===== src/rtl/pdcr_pkg.sv =====
//----------------------------------------------------------------------
// Shared constants and types of the divider configuration bank.
//----------------------------------------------------------------------
package pdcr_pkg;

    // Word addresses of the Avalon-MM register map.
    localparam logic [2:0] ADDR_PROG   = 3'h0; // Serial word entry.
    localparam logic [2:0] ADDR_MAIN   = 3'h1; // Main divider readback.
    localparam logic [2:0] ADDR_REF    = 3'h2; // Reference word readback.
    localparam logic [2:0] ADDR_AUX    = 3'h3; // Aux divider readback.
    localparam logic [2:0] ADDR_STATUS = 3'h4; // Power and legality.
    localparam logic [2:0] ADDR_AUXCNT = 3'h5; // Aux counter split.

    // Control codes in the low bits of a programming word.
    localparam logic [3:0] CTL_REF    = 4'h1; // Reference word.
    localparam logic [3:0] CTL_AUX    = 4'h3; // Aux divider word.
    localparam int         MAIN_LSB   = 1;    // Main word data start.
    localparam int         DATA_LSB   = 4;    // Other words data start.
    localparam int         REF_FIX    = 22;   // Fixed one bit, ref word.

    // Auto power-up code that leaves the power-down bit in charge.
    localparam logic [1:0] AUTO_POWERUP_FIELD_OFF   = 2'h0;

    // Prescaler moduli of the auxiliary divider.
    localparam logic [4:0] MOD_LOW    = 5'h08; // Select bit low.
    localparam logic [4:0] MOD_HIGH   = 5'h10; // Select bit high.

    // Usable limits of the divide values.
    localparam logic [10:0] MAIN_MIN  = 11'h041; // 65.
    localparam logic [10:0] MAIN_MAX  = 11'h7fd; // 2045.
    localparam logic [12:0] AUX_MIN_B = 13'h0003; // Least main count.

    // Status register bit positions.
    localparam int ST_MAIN_PD  = 0;
    localparam int ST_AUX_PD   = 1;
    localparam int ST_MAIN_OK  = 2;
    localparam int ST_AUX_OK   = 3;
    localparam int ST_UNROUTED = 4;

    // Main divider and fractional numerator word.
    typedef struct packed {
        logic [10:0] int_div;
        logic [11:0] frac_num;
    } pdcr_main_type;

    // Reference divider, denominator and main power-down word.
    typedef struct packed {
        logic        pd;
        logic [5:0]  ref_div;
        logic [11:0] frac_den;
    } pdcr_ref_type;

    // Auxiliary divider word.
    typedef struct packed {
        logic        pd;
        logic        presc_sel;
        logic        pump_gain;
        logic [16:0] div;
    } pdcr_aux_type;

    // Auxiliary divider split into its counters.
    typedef struct packed {
        logic [12:0] main_cnt;
        logic [3:0]  swallow;
        logic [4:0]  modulus;
    } pdcr_auxcnt_type;

    // Reset values: both power-down bits come up set.
    localparam logic [22:0] MAIN_RST = 23'h000000;
    localparam logic [18:0] REF_RST  = 19'h40000;
    localparam logic [19:0] AUX_RST  = 20'h80000;

endpackage


===== src/rtl/pdcr_regs.sv =====
// The implementer's own choices: the Avalon-MM register port and the address map.
`timescale 1ns/1ps
module pdcr_regs (
    // Clock and reset.
    input  wire logic                      clk_i,
    input  wire logic                      rst_n_i,
    // Avalon-MM slave.
    input  wire logic [2:0]                avs_address_i,
    input  wire logic                      avs_read_i,
    input  wire logic                      avs_write_i,
    input  wire logic [31:0]               avs_writedata_i,
    input  wire logic [3:0]                avs_byteenable_i,
    output logic [31:0]                    avs_readdata_o,
    output logic                           avs_waitrequest_o,
    // Power control pins.
    input  wire logic                      en_i,
    input  wire logic [1:0]                auto_powerup_field_i,
    // Configuration towards the loops.
    output pdcr_pkg::pdcr_main_type        main_cfg_o,
    output pdcr_pkg::pdcr_ref_type         ref_cfg_o,
    output pdcr_pkg::pdcr_aux_type         aux_cfg_o,
    output pdcr_pkg::pdcr_auxcnt_type      aux_cnt_o,
    // Power state.
    output logic                           main_pd_o,
    output logic                           main_pump_hiz_o,
    output logic                           aux_pd_o
);
    import pdcr_pkg::*;

    //------------------------------------------------------------------
    // Declarations.
    //------------------------------------------------------------------
    logic            req;            // Read or write pending.
    logic            ack_ff;         // Answer cycle of a request.
    logic            wr_go;          // Write commits this edge.
    logic            prog_wr;        // Full programming word write.
    logic [23:0]     wd;             // Programming word on the bus.
    logic            sel_main;       // Word goes to main register.
    logic            sel_ref;        // Word goes to reference register.
    logic            sel_aux;        // Word goes to aux register.
    logic [23:0]     last_word_ff;   // Last word written.
    logic            unrouted_ff;    // Last word hit no register here.
    pdcr_main_type   main_ff;        // Main divider word.
    pdcr_ref_type    ref_ff;         // Reference word.
    pdcr_aux_type    aux_ff;         // Aux divider word.
    pdcr_aux_type    nxt_aux;        // Aux word as written.
    pdcr_auxcnt_type aux_cnt_ff;     // Aux counters.
    pdcr_auxcnt_type nxt_aux_cnt;    // Counters of the written word.
    logic            main_ok;        // Main value inside usable range.
    logic            aux_ok;         // Aux ratio legal.
    logic [31:0]     rd_mux;         // Read data selection.
    logic [31:0]     readdata_ff;    // Registered read data.

    //------------------------------------------------------------------
    // Bus handshake.
    //------------------------------------------------------------------
    // Every request waits exactly one cycle, then is answered.
    assign req               = avs_read_i | avs_write_i;
    assign avs_waitrequest_o = req & ~ack_ff;
    assign wr_go             = avs_write_i & ack_ff;
    assign avs_readdata_o    = readdata_ff;

    // The acknowledge toggles so back to back requests each get a wait.
    always_ff @(posedge clk_i or negedge rst_n_i) begin
        if (!rst_n_i) begin
            ack_ff <= 1'b0;
        end else begin
            ack_ff <= req & ~ack_ff;
        end
    end

    //------------------------------------------------------------------
    // Word routing.
    //------------------------------------------------------------------
    // Only a write with all three low byte lanes is a programming word.
    assign wd       = avs_writedata_i[23:0];
    assign prog_wr  = wr_go && (avs_address_i == ADDR_PROG)
                      && (&avs_byteenable_i[2:0]);
    assign sel_main = ~wd[0];
    assign sel_ref  = (wd[3:0] == CTL_REF);
    assign sel_aux  = (wd[3:0] == CTL_AUX);

    // The last word is kept whatever its destination.
    always_ff @(posedge clk_i or negedge rst_n_i) begin
        if (!rst_n_i) begin
            last_word_ff <= 24'h000000;
            unrouted_ff  <= 1'b0;
        end else if (prog_wr) begin
            last_word_ff <= wd;
            unrouted_ff  <= ~(sel_main | sel_ref | sel_aux);
        end
    end

    // One write updates divider and numerator together.
    always_ff @(posedge clk_i or negedge rst_n_i) begin
        if (!rst_n_i) begin
            main_ff <= MAIN_RST;
        end else if (prog_wr && sel_main) begin
            main_ff <= wd[23:MAIN_LSB];
        end
    end

    // Reference divider, denominator and power-down bit.
    always_ff @(posedge clk_i or negedge rst_n_i) begin
        if (!rst_n_i) begin
            ref_ff <= REF_RST;
        end else if (prog_wr && sel_ref) begin
            ref_ff <= {wd[23], wd[REF_FIX-1:DATA_LSB]};
        end
    end

    //------------------------------------------------------------------
    // Auxiliary divider.
    //------------------------------------------------------------------
    // Swallow is the value modulo the prescaler, main count the quotient.
    // With the low prescaler bit three is skipped, so the quotient sits
    // at bit four for both moduli.
    always_comb begin
        nxt_aux = wd[23:DATA_LSB];
        nxt_aux_cnt.main_cnt = nxt_aux.div[16:4];
        if (nxt_aux.presc_sel) begin
            nxt_aux_cnt.swallow = nxt_aux.div[3:0];
            nxt_aux_cnt.modulus = MOD_HIGH;
        end else begin
            nxt_aux_cnt.swallow = {1'b0, nxt_aux.div[2:0]};
            nxt_aux_cnt.modulus = MOD_LOW;
        end
    end

    // Word and its counters are stored on the same edge.
    always_ff @(posedge clk_i or negedge rst_n_i) begin
        if (!rst_n_i) begin
            aux_ff     <= AUX_RST;
            aux_cnt_ff <= {13'h0000, 4'h0, MOD_LOW};
        end else if (prog_wr && sel_aux) begin
            aux_ff     <= nxt_aux;
            aux_cnt_ff <= nxt_aux_cnt;
        end
    end

    //------------------------------------------------------------------
    // Power control and legality.
    //------------------------------------------------------------------
    // Pin low wins, then auto power-up, then the power-down bit.
    always_comb begin
        if (!en_i) begin
            main_pd_o = 1'b1;
        end else if (auto_powerup_field_i != AUTO_POWERUP_FIELD_OFF) begin
            main_pd_o = 1'b0;
        end else begin
            main_pd_o = ref_ff.pd;
        end
    end

    // The pump floats whenever the main loop is down.
    assign main_pump_hiz_o = main_pd_o;
    assign aux_pd_o        = aux_ff.pd;

    // Flags only report; the host owns legal programming.
    assign main_ok = (main_ff.int_div >= MAIN_MIN)
                     && (main_ff.int_div <= MAIN_MAX);
    assign aux_ok  = (aux_cnt_ff.main_cnt >= {9'h000, aux_cnt_ff.swallow})
                     && (aux_cnt_ff.main_cnt >= AUX_MIN_B)
                     && (aux_ff.presc_sel || !aux_ff.div[3]);

    assign main_cfg_o = main_ff;
    assign ref_cfg_o  = ref_ff;
    assign aux_cfg_o  = aux_ff;
    assign aux_cnt_o  = aux_cnt_ff;

    //------------------------------------------------------------------
    // Read path.
    //------------------------------------------------------------------
    // Unmapped addresses read zero.
    always_comb begin
        case (avs_address_i)
            ADDR_PROG:   rd_mux = {8'h00, last_word_ff};
            ADDR_MAIN:   rd_mux = {8'h00, main_ff, 1'b0};
            ADDR_REF:    rd_mux = {8'h00, ref_ff.pd, 1'b1,
                                   ref_ff.ref_div, ref_ff.frac_den,
                                   CTL_REF};
            ADDR_AUX:    rd_mux = {8'h00, aux_ff, CTL_AUX};
            ADDR_STATUS: rd_mux = {27'h0000000, unrouted_ff, aux_ok,
                                   main_ok, aux_ff.pd, main_pd_o};
            ADDR_AUXCNT: rd_mux = {10'h000, aux_cnt_ff};
            default:     rd_mux = 32'h00000000;
        endcase
    end

    // Read data is caught in the wait cycle and stands in the answer.
    always_ff @(posedge clk_i or negedge rst_n_i) begin
        if (!rst_n_i) begin
            readdata_ff <= 32'h00000000;
        end else if (avs_read_i && !ack_ff) begin
            readdata_ff <= rd_mux;
        end
    end

    //------------------------------------------------------------------
    // Checks.
    //------------------------------------------------------------------
    property p_main_route;
        @(posedge clk_i) disable iff (!rst_n_i)
        (prog_wr && !wd[0]) |=> (main_ff == $past(wd[23:1]));
    endproperty
    a_main_route: assert property (p_main_route)
        else $error("Main word not loaded from a word with LSB zero.");

    property p_main_binary;
        @(posedge clk_i) disable iff (!rst_n_i)
        (prog_wr && !wd[0]) |=> ##1
            (main_cfg_o.int_div == $past(avs_writedata_i[23:13], 2));
    endproperty
    a_main_binary: assert property (p_main_binary)
        else $error("Main integer divider differs from written value.");

    property p_ref_route;
        @(posedge clk_i) disable iff (!rst_n_i)
        (prog_wr && wd[3:0] == CTL_REF) |=>
            (ref_cfg_o.ref_div == $past(wd[21:16]));
    endproperty
    a_ref_route: assert property (p_ref_route)
        else $error("Reference divider not loaded.");

    property p_aux_route;
        @(posedge clk_i) disable iff (!rst_n_i)
        (prog_wr && wd[3:0] != CTL_AUX) |=> $stable(aux_ff);
    endproperty
    a_aux_route: assert property (p_aux_route)
        else $error("Aux word changed by a word for another register.");

    // A word with an unknown control code touches no divider register and sets the unrouted flag.
    property p_unrouted;
        @(posedge clk_i) disable iff (!rst_n_i)
        (prog_wr && wd[0] && wd[3:0] != CTL_REF && wd[3:0] != CTL_AUX)
            |=> ($stable(main_ff) && $stable(ref_ff) && unrouted_ff);
    endproperty
    a_unrouted: assert property (p_unrouted)
        else $error("Word with an unknown control code was stored.");

    property p_en_low;
        @(posedge clk_i) disable iff (!rst_n_i)
        !en_i |-> (main_pd_o && main_pump_hiz_o);
    endproperty
    a_en_low: assert property (p_en_low)
        else $error("Main loop up while enable pin is low.");

    property p_auto_powerup_field;
        @(posedge clk_i) disable iff (!rst_n_i)
        (en_i && auto_powerup_field_i != AUTO_POWERUP_FIELD_OFF) |-> !main_pd_o;
    endproperty
    a_auto_powerup_field: assert property (p_auto_powerup_field)
        else $error("Auto power-up did not power the main loop.");

    property p_pd_bit;
        @(posedge clk_i) disable iff (!rst_n_i)
        (en_i && auto_powerup_field_i == AUTO_POWERUP_FIELD_OFF) |->
            (main_pd_o == ref_ff.pd);
    endproperty
    a_pd_bit: assert property (p_pd_bit)
        else $error("Power-down bit ignored.");

    property p_pd_one;
        @(posedge clk_i) disable iff (!rst_n_i)
        (en_i && auto_powerup_field_i == AUTO_POWERUP_FIELD_OFF && ref_cfg_o.pd)
            |-> main_pump_hiz_o;
    endproperty
    a_pd_one: assert property (p_pd_one)
        else $error("Pump not floating with power-down bit set.");

    property p_split;
        @(posedge clk_i) disable iff (!rst_n_i)
        (prog_wr && sel_aux) |=>
            ({aux_cnt_o.main_cnt, 4'h0} + {13'h0000, aux_cnt_o.swallow}
             == {$past(wd[20:8]), 4'h0}
                + {13'h0000, $past(wd[7]), $past(wd[6:4])
                   & {3{1'b1}}} - {16'h0000, !$past(wd[22])
                   && $past(wd[7])});
    endproperty
    a_split: assert property (p_split)
        else $error("Aux counters do not match written divider.");

    property p_presc;
        @(posedge clk_i) disable iff (!rst_n_i)
        aux_cnt_o.modulus == (aux_cfg_o.presc_sel ? MOD_HIGH : MOD_LOW);
    endproperty
    a_presc: assert property (p_presc)
        else $error("Prescaler modulus does not follow select bit.");

endmodule // pdcr_regs


===== config.mk =====
export PLATFORM = sky130hd
export DESIGN_NAME = pdcr_regs
export DESIGN_NICKNAME = d
export VERILOG_FILES = /design/src/rtl/pdcr_pkg.sv /design/src/rtl/pdcr_regs.sv
export SDC_FILE = /design/constraint.sdc
export NUM_CORES = 1
export LEC_CHECK = 0
export BUFFER_PORTS_ARGS = -buffer_cell sky130_fd_sc_hd__buf_2
export CAP_MARGIN = 20
export CELL_PAD_IN_SITES_DETAIL_PLACEMENT = 1
export CELL_PAD_IN_SITES_GLOBAL_PLACEMENT = 2
export CORE_ASPECT_RATIO = 0.6
export CORE_MARGIN = 1
export CORE_UTILIZATION = 34
export DETAILED_ROUTE_END_ITERATION = 16
export HOLD_SLACK_MARGIN = 0.08
export PLACE_DENSITY_LB_ADDON = 0.1
export SETUP_SLACK_MARGIN = 0.05
export SYNTH_ARGS = -nofsm -noshare
export SYNTH_HDL_FRONTEND = slang
export SYNTH_SLANG_ARGS = --single-unit

===== constraint.sdc =====
create_clock -name clk_i -period 2.3 [get_ports clk_i]
set_clock_uncertainty 0.05 [all_clocks]
set_input_delay 0.575 -clock clk_i [delete_from_list [all_inputs] [get_ports clk_i]]
set_output_delay 0.575 -clock clk_i [all_outputs]
set_load 0.05 [all_outputs]

==> results of run 1 <==
-- layout make-up --
class | instances | area [µm²] | share of cell area [%]
flip-flops and latches | 114 | 2860 | 40.1
multi-input cells | 267 | 2360 | 33.1
clock inverters | 15 | 160 | 2.25
inverters | 8 | 30.0 | 0.422
well taps | 203 | 254 | 3.57
repair buffers | 173 | 1030 | 14.5
clock buffers | 17 | 425 | 5.98
-- sequential cells by signal, summed over array words and instances, names as in the netlist --
register        count
unrouted_ff         1
aux_cfg_o          18
ref_cfg_o          19
last_word_ff       24
aux_cnt_o           3
aux_pd_o            1
avs_readdata_o     24
main_cfg_o         23
ack_ff              1
-- through the flow --
stage	power (mW)	cell area, µm²
global placement	3.00	6520
finish	5.59	7120
floorplan	2.75	5630
detailed placement	3.02	6520
CTS	5.67	7110
global route	5.79	7120
-- path summary, 6_finish.rpt --
check / slack, ns / cells after the start / startpoint / end
max in group asynchronous: 1.08 / 3 / rst_n_i / ref_cfg_o[18]
max reg2reg: 0.47 / 5 / ack_ff / main_cfg_o[0]
min reg2reg: 0.43 / 2 / avs_readdata_o[1] / avs_readdata_o[1]
min in group asynchronous: 0.53 / 2 / rst_n_i / avs_readdata_o[0]
max: 0.13 / 3 / ref_cfg_o[18] / main_pump_hiz_o
min: 0.35 / 2 / avs_writedata_i[22] / aux_cnt_o[3]
-- layout by cell type (no fill, tap or decap), drive strengths merged, types with 2 or more instances in the layout --
cell      synthesis  routed
nor3              5       5
nor2             34      34
o31ai             3       3
inv               8      10
clkinv            0       6
mux2i            24      24
nand2b            2       2
dfstp             3       3
mux4              9       9
bufinv            0       2
a31oi             2       2
nor4              2       2
nor2b             2       2
nand2            18      18
a211oi            2       2
clkbuf            8      17
mux2             85      85
nor3b             2       2
a211o             4       4
nand3             4       4
conb              1      11
o21ai             7       7
buf              46     172
nand4             3       3
dfrtp           111     111
a221oi            8       8
clkinvlp          0       5
o221ai            9       9
ha                4       4
a21oi            13      13
or4               2       2
-- cell families (layout without fill, tap and decap cells) --
group | after synthesis | count (layout) | share of synthesized area, %
multiplexers | 118 | 118 | 26.4
flip-flops | 114 | 114 | 51.2
AND/OR/NAND/NOR | 79 | 79 | 6.98
buffers and inverters | 62 | 213 | 7.36
AO/OA/AOI/OAI | 55 | 55 | 7.07
adder cells (fa/ha/maj) | 4 | 4 | 0.898
other | 1 | 11 | 0.0673
-- metal layers --
metal	share of wire, %	up-vias	wire, µm	track usage (%)
li1	-	1841	-	-
met1	51	2183	9020	33.1
met2	43	126	7500	31.2
met3	4.7	16	825	4.53
met4	1.0	0	179	6.21
met5	0	-	0	0
-- worst register-to-register path, delay by kind of cell (launching register included) --
kind          cells  cell delay, ns
buf+inv           1            0.22
simple gates      3            0.73
flops             1            0.37
mux               1            0.35
-- where the power goes --
part	switching (mW)	internal (mW)	leakage (nW)
logic	0.560	0.231	1.90
clock network	1.01	1.60	0.272
registers	0.0783	2.11	1.54
total	1.65	3.94	3.71
-- what timing repair did --
action / 4_1_cts / 5_1_grt
gates resized for setup: 0 / 4
hold endpoints to repair: 12 / 0
gates cloned: 0 / 0
hold buffers: 1 / 0
endpoints found under the setup margin: 2 / 2
==> run summary, run 1 <==
=================================================================================
Tightest Pin Transition                                                  0.574 ns
Count of max-cap constraint violations                                          0
Critical path's slowest cell                                              dfstp_2
Total track usage                                                           21.8%
Hold Slack                                                               0.352 ns
Warnings from Yosys                                                             0
HPWL after DPL                                                            12.0 mm
Post-layout worst setup margin                                           0.133 ns
Total congestion overflow after global routing                                  0
Core area                                                               15700 µm²
Class of the most critical hold timing path                                in2reg
Synthesized instance count                                                    433
Worst setup path category                                                 reg2out
Async set-reset flop share out of synthesis                                  100%
Pre-CTS worst setup slack                                               0.0407 ns
Dominant synthesized flop cell                                            dfrtp_1
Routed length per instance                                                22.0 µm
Max Transition Viols Final                                                      0
WP data arrival                                                           1.54 ns
Remaining antenna violation count                                               0
CTS H-tree depth                                                                4
Static leakage                                                            3.71 nW
Post-Route Utilization                                                      45.4%
RSZ-0062 raised after global routing                                           no
Post-synthesis register bit count                                             114
Number of enable-type register cells in the synthesized netlist                 0
Fin crit share                                                              94.2%
Synthesis-to-finish area growth                                             27.7%
Worst-path maximum fanout                                                       4
Post-synthesis sequential area ratio                                        51.2%
Post-synth top cells                                                 111 x dfrtp_1, 66 x mux2_2, 34 x buf_4
Chip height                                                                101 µm
First-pass GRT wire length                                                27.1 mm
Dominant cells by area after synthesis                               dfrtp_1 50%, mux2_2 13%, mux2_4 5.1%
Antenna Cells                                                                   0
Top cell family by delay on the critical path                          flip-flops
Maximum buffer depth of the clock tree                                          2
Netlist cell types                                                             46
Number of global-route vias before repair                                    4303
Series of cell instances along the critical path                     inv_2 > o31ai_4 > buf_4
Ratio of cells with drive above 1 in the final layout                       51.5%
CTS sink count                                                                114
Total standard cell area after synthesis                                 5580 µm²
First-pass iteration count of the detailed router                               4
Drt initial violations                                                        197
Outcome                                                                 completed
FMAX                                                                      462 MHz
Top Ports                                                                     166
Via density per instance                                                     5.23
Delay of the slowest cell on the worst path                               0.56 ns
FILL cells                                                                   1661
Clock period minus worst slack                                            2.17 ns
Initial antenna violation count                                                 0
Placed insts                                                                  764
Setup tns final                                                              0 ns
Max-Slew Margin vs Limit                                                    61.6%
Overall via count from detail_route                                          4166
Routability Congestion                                                      0.738
Final wirelength                                                          17.5 mm
Capturing element type of the critical path                           output port
Row count                                                                      35
Synth area leader                                                         dfrtp_1
Final hold viol count                                                           0
Power density relative to cell area                                    786 nW/µm²
Area fraction of the dominant cell type after synthesis                     49.8%
Count of nets after finishing                                                 631
Port Buf Inserts                                                              145
Number of setup violations in the final report                                  0
Mean instance size in the synthesized netlist                            12.9 µm²
DR DRC count                                                                    0
Die Footprint                                                           16900 µm²
CP Launch Type                                                               flop
CP Data Required Time                                                     1.67 ns
Final standard cell count with taps included and fillers excluded             797
Effective utilization at floorplan                                          35.6%
Leading cell type by number of instances after synthesis                  dfrtp_1
Clock insertion delay at the later pin of the skew report                 0.41 ns
Worst IR Drop VDD                                                        0.381 mV
Width of the die                                                           167 µm
TritonCTS clock tree                                                        built
Clock root buffer                                                       clkbuf_16
Post-CTS setup repair buffer count                                              0
Clock slew seen by the registers of the worst setup and hold paths        0.06 ns
Buffers plus inverters on the worst setup path                                  2
Maximum number of pins on one net before global-route repair                   57
Number of buffers added by the clock tree synthesis step                       17
=================================================================================
Power figures use the tool's default switching activity.
==> run 2, diff against run 1 <==
--- a/config.mk
+++ b/config.mk
@@ -10,8 +10,7 @@
 export CELL_PAD_IN_SITES_DETAIL_PLACEMENT = 1
 export CELL_PAD_IN_SITES_GLOBAL_PLACEMENT = 2
 export CORE_ASPECT_RATIO = 0.6
-export CORE_MARGIN = 1
-export CORE_UTILIZATION = 34
+export CORE_UTILIZATION = 36
 export DETAILED_ROUTE_END_ITERATION = 16
 export HOLD_SLACK_MARGIN = 0.08
 export PLACE_DENSITY_LB_ADDON = 0.1
==> constraint.sdc (replaced) <==
create_clock -name clk_i -period 2.5 [get_ports clk_i]
set_clock_uncertainty 0.05 [all_clocks]
set_input_delay 0.625 -clock clk_i [delete_from_list [all_inputs] [get_ports clk_i]]
set_output_delay 0.625 -clock clk_i [all_outputs]
set_load 0.05 [all_outputs]
==> run summary, run 2 (same netlist as run 1, synthesis figures left out) <==
=================================================================================
Outcome                                                                 completed
Ratio of cells with drive above 1 in the final layout                       50.8%
Clock period minus worst slack                                            2.20 ns
Capturing element type of the critical path                           output port
Class of the most critical hold timing path                              in2async
Count of cells resized by post-cts repair                                       0
Worst IR Drop VDD                                                        0.339 mV
Switch share                                                                26.8%
Top Ports                                                                     166
Remaining antenna violation count                                               0
Commonest non-fill, non-tap cells in the layout                      144 x buf_2, 111 x dfrtp_1, 66 x mux2_2
FMAX                                                                      455 MHz
CTS sink count                                                                114
Total power draw                                                          5.40 mW
Clock network fraction of total power                                       49.3%
Port Buf Inserts                                                              145
Chip height                                                               98.4 µm
Proportion of power drawn by flip-flops and latches                         37.4%
Overall via count from detail_route                                          4119
Count of nets after finishing                                                 626
Number of setup violations in the final report                                  0
Via density per instance                                                     5.23
Maximum buffer depth of the clock tree                                          2
Hold Slack                                                               0.152 ns
Maximum number of pins on one net before global-route repair                   43
Die Footprint                                                           16000 µm²
Final wirelength                                                          17.1 mm
Placed insts                                                                  755
Worst setup path category                                                 reg2out
CTS H-tree depth                                                                4
Total track usage                                                           22.6%
Final hold viol count                                                           0
Routed length per instance                                                21.8 µm
Final standard cell count with taps included and fillers excluded             787
Effective utilization at floorplan                                          37.7%
Net switching power of the design                                         1.44 mW
HPWL after DPL                                                            11.9 mm
Power density relative to cell area                                    760 nW/µm²
Total congestion overflow after global routing                                  0
Leading cell type in the layout, fill and taps excluded                     buf_2
Setup tns final                                                              0 ns
Static leakage                                                            3.72 nW
Core area                                                               14800 µm²
Post-CTS setup repair buffer count                                              0
Initial antenna violation count                                                 0
Clock slew seen by the registers of the worst setup and hold paths        0.05 ns
Routability Congestion                                                      0.750
DR DRC count                                                                    0
TritonCTS clock tree                                                        built
Logic pwr share                                                             13.3%
Row count                                                                      34
Slack of the worst reg-to-reg path                                        0.64 ns
Width of the die                                                           163 µm
Hold Buf Count CTS                                                              0
Number of buffers added by the clock tree synthesis step                       17
Synthesis-to-finish area growth                                             27.5%
Max Transition Viols Final                                                      0
Drt initial violations                                                        155
Clock root buffer                                                       clkbuf_16
Clock insertion delay at the later pin of the skew report                 0.40 ns
WP data arrival                                                           1.52 ns
RSZ-0062 raised after global routing                                           no
FILL cells                                                                   1597
Count of max-cap constraint violations                                          0
Antenna Cells                                                                   0
Tightest Pin Transition                                                  0.543 ns
First-pass GRT wire length                                                26.7 mm
Pre-CTS worst setup slack                                                0.169 ns
Fin crit share                                                              87.9%
Number of global-route vias before repair                                    4395
CP Data Required Time                                                     1.82 ns
First-pass iteration count of the detailed router                               4
Worst-path maximum fanout                                                       4
Post-layout worst setup margin                                           0.303 ns
Max-Slew Margin vs Limit                                                    63.7%
Int Pwr                                                                   3.96 mW
CP Launch Type                                                               flop
=================================================================================
## run 2: cell count changes in the layout (fill, tap and decap cells not counted)
| cell | change |
|---|---|
| clkbuf_8 | +5 |
| buf_4 | -4 |
| clkinv_4 | -4 |
| buf_12 | -2 |
| buf_2 | +2 |
| bufinv_16 | +2 |
| clkbuf_1 | +2 |
| clkinvlp_4 | -2 |
| inv_6 | -2 |
| clkinv_2 | -1 |
| dlygate4sd3_1 | -1 |
| inv_1 | +1 |
| inv_2 | -1 |
## run 2: path summary, 6_finish.rpt
kind                            depth (start not counted)                end         startpoint
worst max-delay path                                    3    main_pump_hiz_o      ref_cfg_o[18]
worst min register to register                          2  avs_readdata_o[1]  avs_readdata_o[1]
worst min-delay path                                    1  avs_readdata_o[1]            rst_n_i
max in group asynchronous                               2       aux_cnt_o[3]            rst_n_i
min in group clk_i                                      2  avs_readdata_o[1]  avs_readdata_o[1]
worst max register to register                          5     main_cfg_o[11]             ack_ff
## run 2: area by class of cell
class                           instances  area, µm²  share of cell area [%]
Clock buffer                           24        502                    7.06
Clock inverter                          8        148                    2.08
Inverter                                8       30.0                   0.423
Multi-Input combinational cell        267       2360                    33.2
Sequential cell                       114       2860                    40.2
Tap cell                              198        248                    3.49
Timing Repair Buffer                  168        963                    13.6
## run 2: metal layers
metal | global-route usage [%] | part of all wire, % | wire [µm]
met5 | 0 | 0 | 0
met4 | 5.61 | 0.53 | 91
met3 | 4.16 | 4.6 | 784
met2 | 31.8 | 43 | 7310
met1 | 35.4 | 52 | 8940
## run 2: through the flow
step / cell area, µm² / utilization [%]
2_1_floorplan: 5630 / -
3_5_place_dp: 6460 / 43.6
6_report: 7110 / 48.0
5_1_grt: 7110 / 48.0
4_1_cts: 7110 / 48.0
3_3_place_gp: 6460 / 43.6
## run 2: power groups by stage
stage	combinational (mW)	clock (mW)	sequential, mW
3_5_place_dp	0.719	0	2.05
5_1_grt	0.762	2.78	2.03
4_1_cts	0.723	2.71	2.02
2_1_floorplan	0.282	0	2.24
6_report	0.717	2.66	2.02
3_3_place_gp	0.708	0	2.05
## run 2: critical path: stages, from the launching register on
cell and delay, ns:
dfstp_2 0.55, inv_1 0.07, o31ai_4 0.20, buf_2 0.30
